File: src/rtl/timer_ctl_regs.vh
// Register addresses, field positions and reset values of the timer control slice
`ifndef TIMER_CTL_REGS_VH
`define TIMER_CTL_REGS_VH
`define ADDR_W               20
`define ADDR_INPUT_SELECT    20'hF0074
`define ADDR_HALT_TRIGGER    20'hF01B4
`define ADDR_PIN_BUFFER      20'hF01B8
`define ADDR_OUTPUT_ENABLE   20'hF01BA
`define RST_INPUT_SELECT     8'h00
`define RST_HALF_WORD        16'h0000
`define BIT_CH0_SOURCE       4
`define BIT_UPPER_HALT_CH1   9
`define BIT_UPPER_HALT_CH3   11
`define CH1_SRC_PIN_A        3'h0
`define CH1_SRC_EVENT        3'h1
`define CH1_SRC_PIN_B        3'h2
`define CH1_SRC_SLOW_OSC     3'h4
`define INPUT_SELECT_MASK    8'h17
`define ACC_BIT              2'h0
`define ACC_BYTE             2'h1
`define ACC_WORD             2'h2
`endif

File: src/rtl/timer_channel_stop_io_control.v
// Stop trigger, input select, output enable and pin buffer registers of a 4-channel timer
`timescale 1ns/10ps
`default_nettype none
`include "timer_ctl_regs.vh"
// Functional notes
// Writing 1 to a stop bit clears the run flag; 0 does nothing.
// Stop bits never hold; they clear once the run flag is zero.
// Bit 11 stops channel 3 upper half, bit 9 channel 1 upper half.
// Stop bits 3..0 serve channels 3..0, lower half only in 8-bit mode.
// Reading the stop register always returns zero.
// Software writes zero to the unused stop register bits.
// Stop register takes word writes; low byte also bit and byte writes.
// Reset clears stop, enable, buffer to 0000H and input select to 00H.
// Input select bit 4 picks channel 0 pin or event link signal.
// Channel 1 codes: 000/010 pin, 001 event link, 100 slow oscillator.
// Software writes only defined channel 1 codes, with byte accesses.
// Software turns filter off and picks CPU clock when event link chosen.
// Output enable 0: timer cannot change the bit; software writes reach pin.
// Output enable 1: timer drives the bit; software writes ignored.
// Bits 3..0 serve channels 3..0; buffer bits drive pins directly.
// Software clears buffer bit before a shared pin becomes a port.
// Software keeps bits 15..4 of enable and buffer at zero.
// Buffer takes word and low byte writes, no bit writes; enable also bit writes.
// Launch trigger sets the run flag; the stop trigger clears it.
module timer_channel_stop_io_control #(
   parameter CH = 4
) (
   input  wire                ref_clk,
   input  wire                resetn,
   input  wire [`ADDR_W-1:0]  bus_addr,
   input  wire                bus_wr,
   input  wire                bus_rd,
   input  wire [1:0]          bus_size,
   input  wire [3:0]          bus_bit_sel,
   input  wire [15:0]         bus_wdata,
   output reg  [15:0]         bus_rdata,
   input  wire [15:0]         channel_launch_trigger,
   input  wire [CH-1:0]       timer_wave_set,
   input  wire [CH-1:0]       timer_wave_value,
   input  wire                ch0_pin_in,
   input  wire                ch1_pin_in,
   input  wire                event_link_in,
   input  wire                slow_internal_osc_clock,
   output wire [15:0]         run_status_register,
   output wire [5:0]          halt_pending,
   output wire                ch0_timer_input,
   output wire                ch1_timer_input,
   output wire [CH-1:0]       timer_out_pin
);
   // Overview of the slice
   // Four registers sit on the byte-addressed register bus:
   //   input select   8 bits,  byte writes only, bits 4 and 2..0 stored
   //   halt trigger  16 bits,  write only, always reads as zero
   //   pin buffer    16 bits,  bits 3..0 stored, drives the timer pins
   //   output enable 16 bits,  bits 3..0 stored, hands a bit to the timer
   // Access sizes on the bus:
   //   bit  : touches one bit of the low byte, picked by bus_bit_sel
   //   byte : touches bits 7..0 only
   //   word : touches all sixteen bits
   // Run flags:
   //   Six flags, channels 3..0 plus the upper halves of channels 1 and 3.
   //   A launch bit sets a flag; a halt bit clears it on the same edge.
   //   When both arrive together the halt wins, so software never sees
   //   a channel that it has just stopped come back to life.
   // Halt trigger bits:
   //   Each written one becomes a pending bit for one cycle and falls away
   //   once its run flag reads zero, so nothing is ever held.
   //   The pending bit also keeps the flag low for that cycle, which means
   //   a launch in the cycle right after a halt is lost; the timer core
   //   must space a restart by at least one cycle.
   // Pin buffer:
   //   With the enable bit low, only software writes reach a buffer bit.
   //   With the enable bit high, only the timer core reaches it, through
   //   timer_wave_set and timer_wave_value; software writes are dropped.
   //   Bit writes to the buffer are not decoded at all.
   // Input select:
   //   Channel 0 takes its pin or the event link line.
   //   Channel 1 takes its pin, the event link line or the slow oscillator.
   //   Codes that are not defined fall back to the pin, so a bad code
   //   never leaves the channel without an input.
   // Hazards for users:
   //   The input multiplexers are combinational; a source switch can make
   //   a short glitch that the timer core must filter or ignore.
   //   Read data is registered and stands until the next read strobe.
   reg  [7:0]    input_sel_q;
   reg  [CH-1:0] out_enable_q;
   reg  [CH-1:0] pin_buffer_q;
   reg  [CH-1:0] run_low_q;
   reg           upper_run_ch1_q;
   reg           upper_run_ch3_q;
   reg  [15:0]   wr_data;
   reg  [15:0]   wr_mask;
   wire          hit_halt;
   wire          hit_buffer;
   wire          hit_enable;
   wire          hit_select;
   wire [5:0]    halt_req;
   wire [5:0]    launch_req;
   wire [5:0]    run_flags;
   reg  [2:0]    ch1_code;
   reg           ch1_mux;
   reg  [15:0]   rdata_d;
   integer       k;
   genvar        ch;

   // Address decode
   assign hit_halt   = bus_wr && (bus_addr == `ADDR_HALT_TRIGGER);
   assign hit_buffer = bus_wr && (bus_addr == `ADDR_PIN_BUFFER);
   assign hit_enable = bus_wr && (bus_addr == `ADDR_OUTPUT_ENABLE);
   assign hit_select = bus_wr && (bus_addr == `ADDR_INPUT_SELECT) && (bus_size == `ACC_BYTE);

   // Write lane mask by access size: bit, low byte or whole word
   always @*
   begin
      wr_mask = 16'h0000;
      wr_data = bus_wdata;
      case (bus_size)
         `ACC_BIT:
         begin
            for (k = 0; k < 8; k = k + 1)
               wr_mask[k] = (bus_bit_sel[2:0] == k[2:0]) && !bus_bit_sel[3];
         end
         `ACC_BYTE:
            wr_mask = 16'h00FF;
         `ACC_WORD:
            wr_mask = 16'hFFFF;
         default:
            wr_mask = 16'h0000;
      endcase
   end

   // Stop requests, only on masked lanes where a one is written
   wire [15:0] halt_bits = hit_halt ? (wr_data & wr_mask) : 16'h0000;
   assign halt_req = {halt_bits[`BIT_UPPER_HALT_CH3], halt_bits[`BIT_UPPER_HALT_CH1],
                      halt_bits[CH-1:0]};
   assign launch_req = {channel_launch_trigger[`BIT_UPPER_HALT_CH3],
                        channel_launch_trigger[`BIT_UPPER_HALT_CH1],
                        channel_launch_trigger[CH-1:0]};
   assign run_flags  = {upper_run_ch3_q, upper_run_ch1_q, run_low_q};

   // Trigger bits that fall away once the run flag is clear
   halt_pulse_bank #(
      .N (6)
   ) u_halt (
      .ref_clk   (ref_clk),
      .resetn    (resetn),
      .set_req   (halt_req),
      .run_flags (run_flags),
      .pending   (halt_pending)
   );

   // Run flags: launch sets, stop request or pending trigger clears
   always @(posedge ref_clk or negedge resetn)
   begin
      if (!resetn)
      begin
         run_low_q       <= {CH{1'b0}};
         upper_run_ch1_q <= 1'b0;
         upper_run_ch3_q <= 1'b0;
      end
      else
      begin
         run_low_q <= (run_low_q | launch_req[CH-1:0])
                      & ~(halt_req[CH-1:0] | halt_pending[CH-1:0]);
         upper_run_ch1_q <= (upper_run_ch1_q | launch_req[4])
                            & ~(halt_req[4] | halt_pending[4]);
         upper_run_ch3_q <= (upper_run_ch3_q | launch_req[5])
                            & ~(halt_req[5] | halt_pending[5]);
      end
   end

   assign run_status_register = {4'h0, upper_run_ch3_q, 1'b0, upper_run_ch1_q, 5'h00,
                                 run_low_q};

   // Configuration registers
   always @(posedge ref_clk or negedge resetn)
   begin
      if (!resetn)
      begin
         input_sel_q  <= `RST_INPUT_SELECT;
         out_enable_q <= {CH{1'b0}};
      end
      else
      begin
         if (hit_select)
            input_sel_q <= bus_wdata[7:0] & `INPUT_SELECT_MASK;
         if (hit_enable)
            out_enable_q <= (out_enable_q & ~wr_mask[CH-1:0])
                            | (wr_data[CH-1:0] & wr_mask[CH-1:0]);
      end
   end

   // Pin buffer, one flop per channel: the timer owns the bit while enabled
   generate
      for (ch = 0; ch < CH; ch = ch + 1)
      begin : g_pin
         wire sw_write = hit_buffer && (bus_size != `ACC_BIT) && !out_enable_q[ch];
         wire hw_write = out_enable_q[ch] && timer_wave_set[ch];
         always @(posedge ref_clk or negedge resetn)
         begin
            if (!resetn)
               pin_buffer_q[ch] <= 1'b0;
            else if (hw_write)
               pin_buffer_q[ch] <= timer_wave_value[ch];
            else if (sw_write)
               pin_buffer_q[ch] <= wr_data[ch];
         end
      end
   endgenerate

   // Pins follow the buffer directly
   assign timer_out_pin = pin_buffer_q;

   // Input source selection
   assign ch0_timer_input = input_sel_q[`BIT_CH0_SOURCE] ? event_link_in : ch0_pin_in;
   always @*
   begin
      ch1_code = input_sel_q[2:0];
      case (ch1_code)
         `CH1_SRC_EVENT:    ch1_mux = event_link_in;
         `CH1_SRC_SLOW_OSC: ch1_mux = slow_internal_osc_clock;
         `CH1_SRC_PIN_A:    ch1_mux = ch1_pin_in;
         `CH1_SRC_PIN_B:    ch1_mux = ch1_pin_in;
         default:           ch1_mux = ch1_pin_in;
      endcase
   end
   assign ch1_timer_input = ch1_mux;

   // Read multiplexer; stop register and unmapped addresses read zero
   always @*
   begin
      rdata_d = 16'h0000;
      case (bus_addr)
         `ADDR_INPUT_SELECT:  rdata_d = {8'h00, input_sel_q};
         `ADDR_HALT_TRIGGER:  rdata_d = 16'h0000;
         `ADDR_PIN_BUFFER:    rdata_d = {{(16-CH){1'b0}}, pin_buffer_q};
         `ADDR_OUTPUT_ENABLE: rdata_d = {{(16-CH){1'b0}}, out_enable_q};
         default:             rdata_d = 16'h0000;
      endcase
   end

   // Read data register, stands until the next read strobe
   always @(posedge ref_clk or negedge resetn)
   begin
      if (!resetn)
         bus_rdata <= 16'h0000;
      else if (bus_rd)
         bus_rdata <= rdata_d;
   end
endmodule // timer_channel_stop_io_control
`default_nettype wire

File: src/rtl/halt_pulse_bank.v
// Self-clearing trigger bits, one per run flag
`timescale 1ns/10ps
`default_nettype none
module halt_pulse_bank #(
   parameter N = 6
) (
   input  wire         ref_clk,
   input  wire         resetn,
   input  wire [N-1:0] set_req,
   input  wire [N-1:0] run_flags,
   output wire [N-1:0] pending
);
   reg [N-1:0] trig_q;
   genvar i;
   // Each bit holds until its run flag reads zero; a new set wins over the self clear
   generate
      for (i = 0; i < N; i = i + 1)
      begin : g_bit
         always @(posedge ref_clk or negedge resetn)
         begin
            if (!resetn)
               trig_q[i] <= 1'b0;
            else if (set_req[i])
               trig_q[i] <= 1'b1;
            else if (!run_flags[i])
               trig_q[i] <= 1'b0;
         end
      end
   endgenerate
   assign pending = trig_q;
endmodule // halt_pulse_bank
`default_nettype wire

File: config.mk
export PLATFORM = sky130hd
export DESIGN_NAME = timer_channel_stop_io_control
export DESIGN_NICKNAME = d
export VERILOG_FILES = /design/src/rtl/timer_channel_stop_io_control.v /design/src/rtl/halt_pulse_bank.v
export VERILOG_INCLUDE_DIRS = /design/src /design/src/rtl
export SDC_FILE = /design/constraint.sdc
export NUM_CORES = 1
export LEC_CHECK = 0
export BUFFER_PORTS_ARGS = -buffer_cell sky130_fd_sc_hd__buf_2
export CORE_AREA = 3 3 73 75
export CTS_BUF_LIST = sky130_fd_sc_hd__clkbuf_4 sky130_fd_sc_hd__clkbuf_8
export CTS_CLUSTER_SIZE = 8
export DETAILED_ROUTE_END_ITERATION = 10
export DIE_AREA = 0 0 76 78
export PLACE_DENSITY_LB_ADDON = 0.08
export SETUP_SLACK_MARGIN = 0.3
export SLEW_MARGIN = 10
export SYNTH_ARGS = -nofsm -noshare
export SYNTH_HDL_FRONTEND = slang
export SYNTH_SLANG_ARGS = --single-unit
File: constraint.sdc
create_clock -name ref_clk -period 1.1 [get_ports ref_clk]
set_clock_uncertainty 0.15 [all_clocks]
set_input_delay 0.165 -clock ref_clk [delete_from_list [all_inputs] [get_ports ref_clk]]
set_output_delay 0.165 -clock ref_clk [all_outputs]
set_load 0.02 [all_outputs]
### Word level (Yosys, flattened, before mapping)

Index checks and enable logic that the tools add are counted.

| word-level totals | value |
|---|---|
| flip-flop bits (word level) | 40 |
| bits of input ports | 74 |
| output and inout port bits | 44 |

| operators by class | value |
|---|---|
| eq/ne operators | 21 |
| muxes and demuxes | 26 |
| bitwise gates (word level) | 17 |
| reduce and logical (&&, ||, !) cells | 35 |

Operators with widths:

| operator | number |
|---|---|
| $eq A20 B20 Y1 const B | 4 |
| $logic_and A1 B1 Y1 | 22 |
| $mux W1 | 21 |
| $pmux W8 S2 | 1 |
| $eq A3 B3 Y1 const B | 5 |
| $pmux W5 S3 | 1 |
| $and A12 B12 Y12 | 1 |
| $and A4 B4 Y4 | 3 |
| $mux W12 | 1 |
| $ne A2 B1 Y1 const B | 6 |
| $or A4 B4 Y4 | 3 |
| $reduce_bool A2 Y1 | 5 |
| $not A4 Y4 | 2 |
| $eq A3 B1 Y1 const B | 2 |
| $eq A3 B2 Y1 const B | 2 |
| $logic_not A1 Y1 | 5 |
| $mux W4 | 1 |
| $or A1 B1 Y1 | 4 |
| $logic_not A3 Y1 | 1 |
| $and A1 B1 Y1 | 2 |
| $eq A2 B1 Y1 const B | 1 |
| $eq A2 B2 Y1 const B | 1 |
| $logic_not A2 Y1 | 1 |
| $not A1 Y1 | 2 |
| 2 further kinds | 2 |

### Logic depth before layout (Yosys ltp)

| logic depth | value |
|---|---|
| depth after elaboration | 8 |
| mapped depth | 6 |
| mapped depth without buffers | 6 |

### Hierarchy

Synthesis repeated with hierarchy kept, for this count alone.

| unflattened totals | value |
|---|---|
| cell total of the unflattened synthesis | 178 |
| area, all modules | 1805.5 µm² |

Modules (own cells, without submodules):

| module | instances | cells each | area each (µm²) | seq. area each (µm²) |
|---|---|---|---|---|
| timer_channel_stop_io_control | 1 | 166 | 1610.3 | 575.6 |
| halt_pulse_bank | 1 | 12 | 195.2 | 150.1 |

### Least setup slack after synthesis

Ideal clock, no wire load.

| timing path | value |
|---|---|
| path type | input to register |
| from | in bus_addr[9] |
| to | reg input_sel_q[0] |
| library setup time | 0.125 ns |
| arrival | 1.919 ns |
| data required time | 0.825 ns |
| setup slack | -1.094 ns |
| cell stages on the path | 5 |
| path buffers | 1 |
| cell sequence | or4_1 or4_1 buf_2 nor3b_4 mux2_2 |

| between the ends | value |
|---|---|
| word-level cells in the longest chain between the ends | 3 |

RTL lines:

| what | line | text |
|---|---|---|
| start, declared | timer_channel_stop_io_control.v:30 | `` input wire [`ADDR_W-1:0] bus_addr, `` |
| $eq A20 B20 Y1 | n/a |  |
| $logic_and A1 B1 Y1 (2 in series) | timer_channel_stop_io_control.v:110 | `` assign hit_select = bus_wr && (bus_addr == `ADDR_INPUT_SELECT) && (bus_size == `ACC_BYTE); `` |
| end signal, assigned | timer_channel_stop_io_control.v:180 | `` input_sel_q <= `RST_INPUT_SELECT; `` |
| end signal, assigned | timer_channel_stop_io_control.v:186 | `` input_sel_q <= bus_wdata[7:0] & `INPUT_SELECT_MASK; `` |
| end, declared | timer_channel_stop_io_control.v:85 | `reg [7:0] input_sel_q;` |

No other way between the ends.
A chain may end at the register's enable or synchronous reset.

### Worst setup path in the final report

| timing path | value |
|---|---|
| from | in bus_addr[13] |
| to | reg input_sel_q[1] |

Same word-level chain as after synthesis.

==> out/qor.txt <==
Status - finished, violations left
Failing checks - negative hold slack, negative setup slack
Synth area leader - dfrtp_1
Final instance area - 3040 sq um
Worst Path Required - 1.11 ns
Reg2Reg Setup Slack - -0.13 ns
Die width - 76 um
Starting Density - 38.3%
CTS tree - built
Vias in the first global route - 1,891
Die height - 78 um
Final wirelength - 5380 um
Final setup fails - 52
Clock latency on the worst-skew pair - 0.27 ns
Area of the die - 5930 sq um
Port Buffers - 77
Vias after detailed routing - 1,802
Nets - 392
Share of layout cells above drive strength 1 - 56.5%
Post-synth EDFFs - 0
Critical path arrival - 2.01 ns
Critical path peak fanout - 4
Worst hold path type - in2async
RR Startpoint - timer_out_pin[1]
Placed Area - 2490 sq um
Clock Path Buffers - 2
CTS H-tree lvls - 2
Critical path capture point type - flop
CP Cell Sequence - buf_6 -> or4_4 -> or4_4 -> nor3b_4 -> buf_6 -> mux2_4
RSZ-0062 raised after global routing - yes
Largest net degree at the start of global routing - 15
CTS Buf Count - 5
Share of the synthesized area in the top cell type - 40.1%
# DRC - 0
CP max stage cell - or4_4
Critical path type - in2reg
Yosys warning count - 0
Period utilization - 182%
Number of max-cap violations - 0
Fin. max-slew vios - 0
Leakage - 1.50 nW
Mean area per synthesized cell - 10.0 sq um
Total track usage - 19.2%
Final ANT Viol Nets - 0
Post-synthesis sequential area ratio - 40.1%
Worst reg2reg endpoint - timer_out_pin[1]
Initial antenna violation count - 0
PnR worst setup slack - -0.900 ns
Largest stage delay on the critical path - 0.56 ns
F_max - 500 MHz
Commonest non-fill, non-tap cell in the layout - buf_2
Vias per cell - 4.72
Syn Inst Count - 181
CP startpoint - bus_addr[13]
GPL Wtd Cong - 0.770
P per Cell Area - 775 nW/um^2
Clock Sinks - 29
CP startpoint kind - input port
Drt wl/cell - 14.1 um
Pre-antenna DRT Iters - 4
Antenna diodes - 0
Most common flop cell mapped by yosys - dfrtp_1
Fin. Hold Viols - 34
Distinct cell type count after synthesis - 41
Remaining global-route overflow - 0
Worst R2R Path Depth - 3
FP Rows - 25
DPL Wire Length - 3880 um
Peak VDD IR - 0.000794 V
Async SR Flop Fraction - 100%
Most frequent cells in the layout - buf_2, buf_4, buf_6
Post-route minimum period - 2.00 ns
Post-Place Setup Slack - -1.23 ns
Dominant cells by area after synthesis - dfrtp_1, buf_4, mux2_2
Post-Syn Area - 1810 sq um
Starting DRT DRC Count - 105
IO Count - 118
CTS clock-pin slew for the worst setup and hold paths - 0.06 ns
CP endpoint - input_sel_q[1]
Clk root buf - clkbuf_8
Core box area - 4720 sq um
WHS - -0.397 ns
First-pass GRT wire length - 9030 um
Area grow syn2layout - 67.8%
Synth Register Bits - 29
-- through the flow --
| stage | hold WS, ns | util [%] | total power, mW | setup TNS [ns] | instances |
|---|---|---|---|---|---|
| floorplan | -0.281 | - | 1.31 | -23.50 | 201 |
| global placement | -0.0964 | 52.7 | 1.46 | -28.91 | 353 |
| detailed placement | -0.0993 | 52.7 | 1.47 | -29.05 | 353 |
| CTS | -0.399 | 62.8 | 2.36 | -20.32 | 378 |
| global route | -0.398 | 64.3 | 2.49 | -22.91 | 382 |
| finish | -0.397 | 64.3 | 2.35 | -21.27 | 382 |
-- critical path, delay by kind of cell --
kind / cells / cell delay, ns
and+or+nand+nor: 3 / 1.30
buffers and inverters: 2 / 0.24
muxes: 1 / 0.30
-- metal layers --
metal / part of all wire, % / GRT usage (%)
met5: 0 / 0
met4: 1.2 / 6.88
met3: 4.6 / 5.10
met2: 52 / 32.5
met1: 42 / 23.5
-- cells in the mapped netlist, types with 3 or more instances --
cell type,instances
inv_1,9
nor2_1,11
a31oi_1,7
nor4b_1,5
a22oi_1,4
o31ai_1,6
ha_1,4
nor2b_1,5
mux2i_1,8
dfrtp_1,29
nand2b_1,3
o2bb2ai_1,4
o21ai_0,5
mux2_2,10
nand2_1,12
buf_4,24
o21a_1,3
a2bb2oi_1,3
-- worst min-delay path by stage --
| stage | start | slack (ns) | endpoint | depth (start not counted) |
|---|---|---|---|---|
| after floorplan | resetn | -0.28 | asynchronous set/reset pin | 0 |
| after global placement | resetn | -0.1 | upper_run_ch1_q | 1 |
| after detailed placement | resetn | -0.1 | upper_run_ch1_q | 1 |
| after CTS | resetn | -0.40 | upper_run_ch1_q | 1 |
| after global routing | resetn | -0.40 | u_halt.pending[4] | 1 |
| final | resetn | -0.40 | upper_run_ch3_q | 1 |
-- report_power, final --
part | internal, mW | switching [mW] | leakage, nW
combinational | 0.196 | 0.228 | 1.10
clock | 0.462 | 0.400 | 0.0484
sequential | 1.07 | 0.00000881 | 0.351
total | 1.72 | 0.628 | 1.50
-- area by class of cell --
type,count,area (sq um)
fill,394,1690
sequential,29,728
clock inverter,2,10.0
inverter,9,33.8
clock buffer,6,76.3
timing repair buffer,132,1010
tap,67,83.8
multi-input combinational,137,1090
-- cells by family after synthesis --
kind of cell / count (synthesis) / synth area share (%)
AOI/OAI and AO/OA: 40 / 16.2
adders and majority gates: 4 / 2.77
buffers and inverters: 35 / 12.3
DFF: 29 / 40.1
muxes: 18 / 10.7
other: 1 / 0.207
and+or+nand+nor: 54 / 17.8
-- what timing repair did --
item                       4_1_cts  5_1_grt
cloned                           0        0
hold endpoints to repair        34       34
setup endpoints to repair       52       52
setup buffers                   17        4
resized for setup               71       12
pin swaps                        8        4
Power figures use the tool's default switching activity.
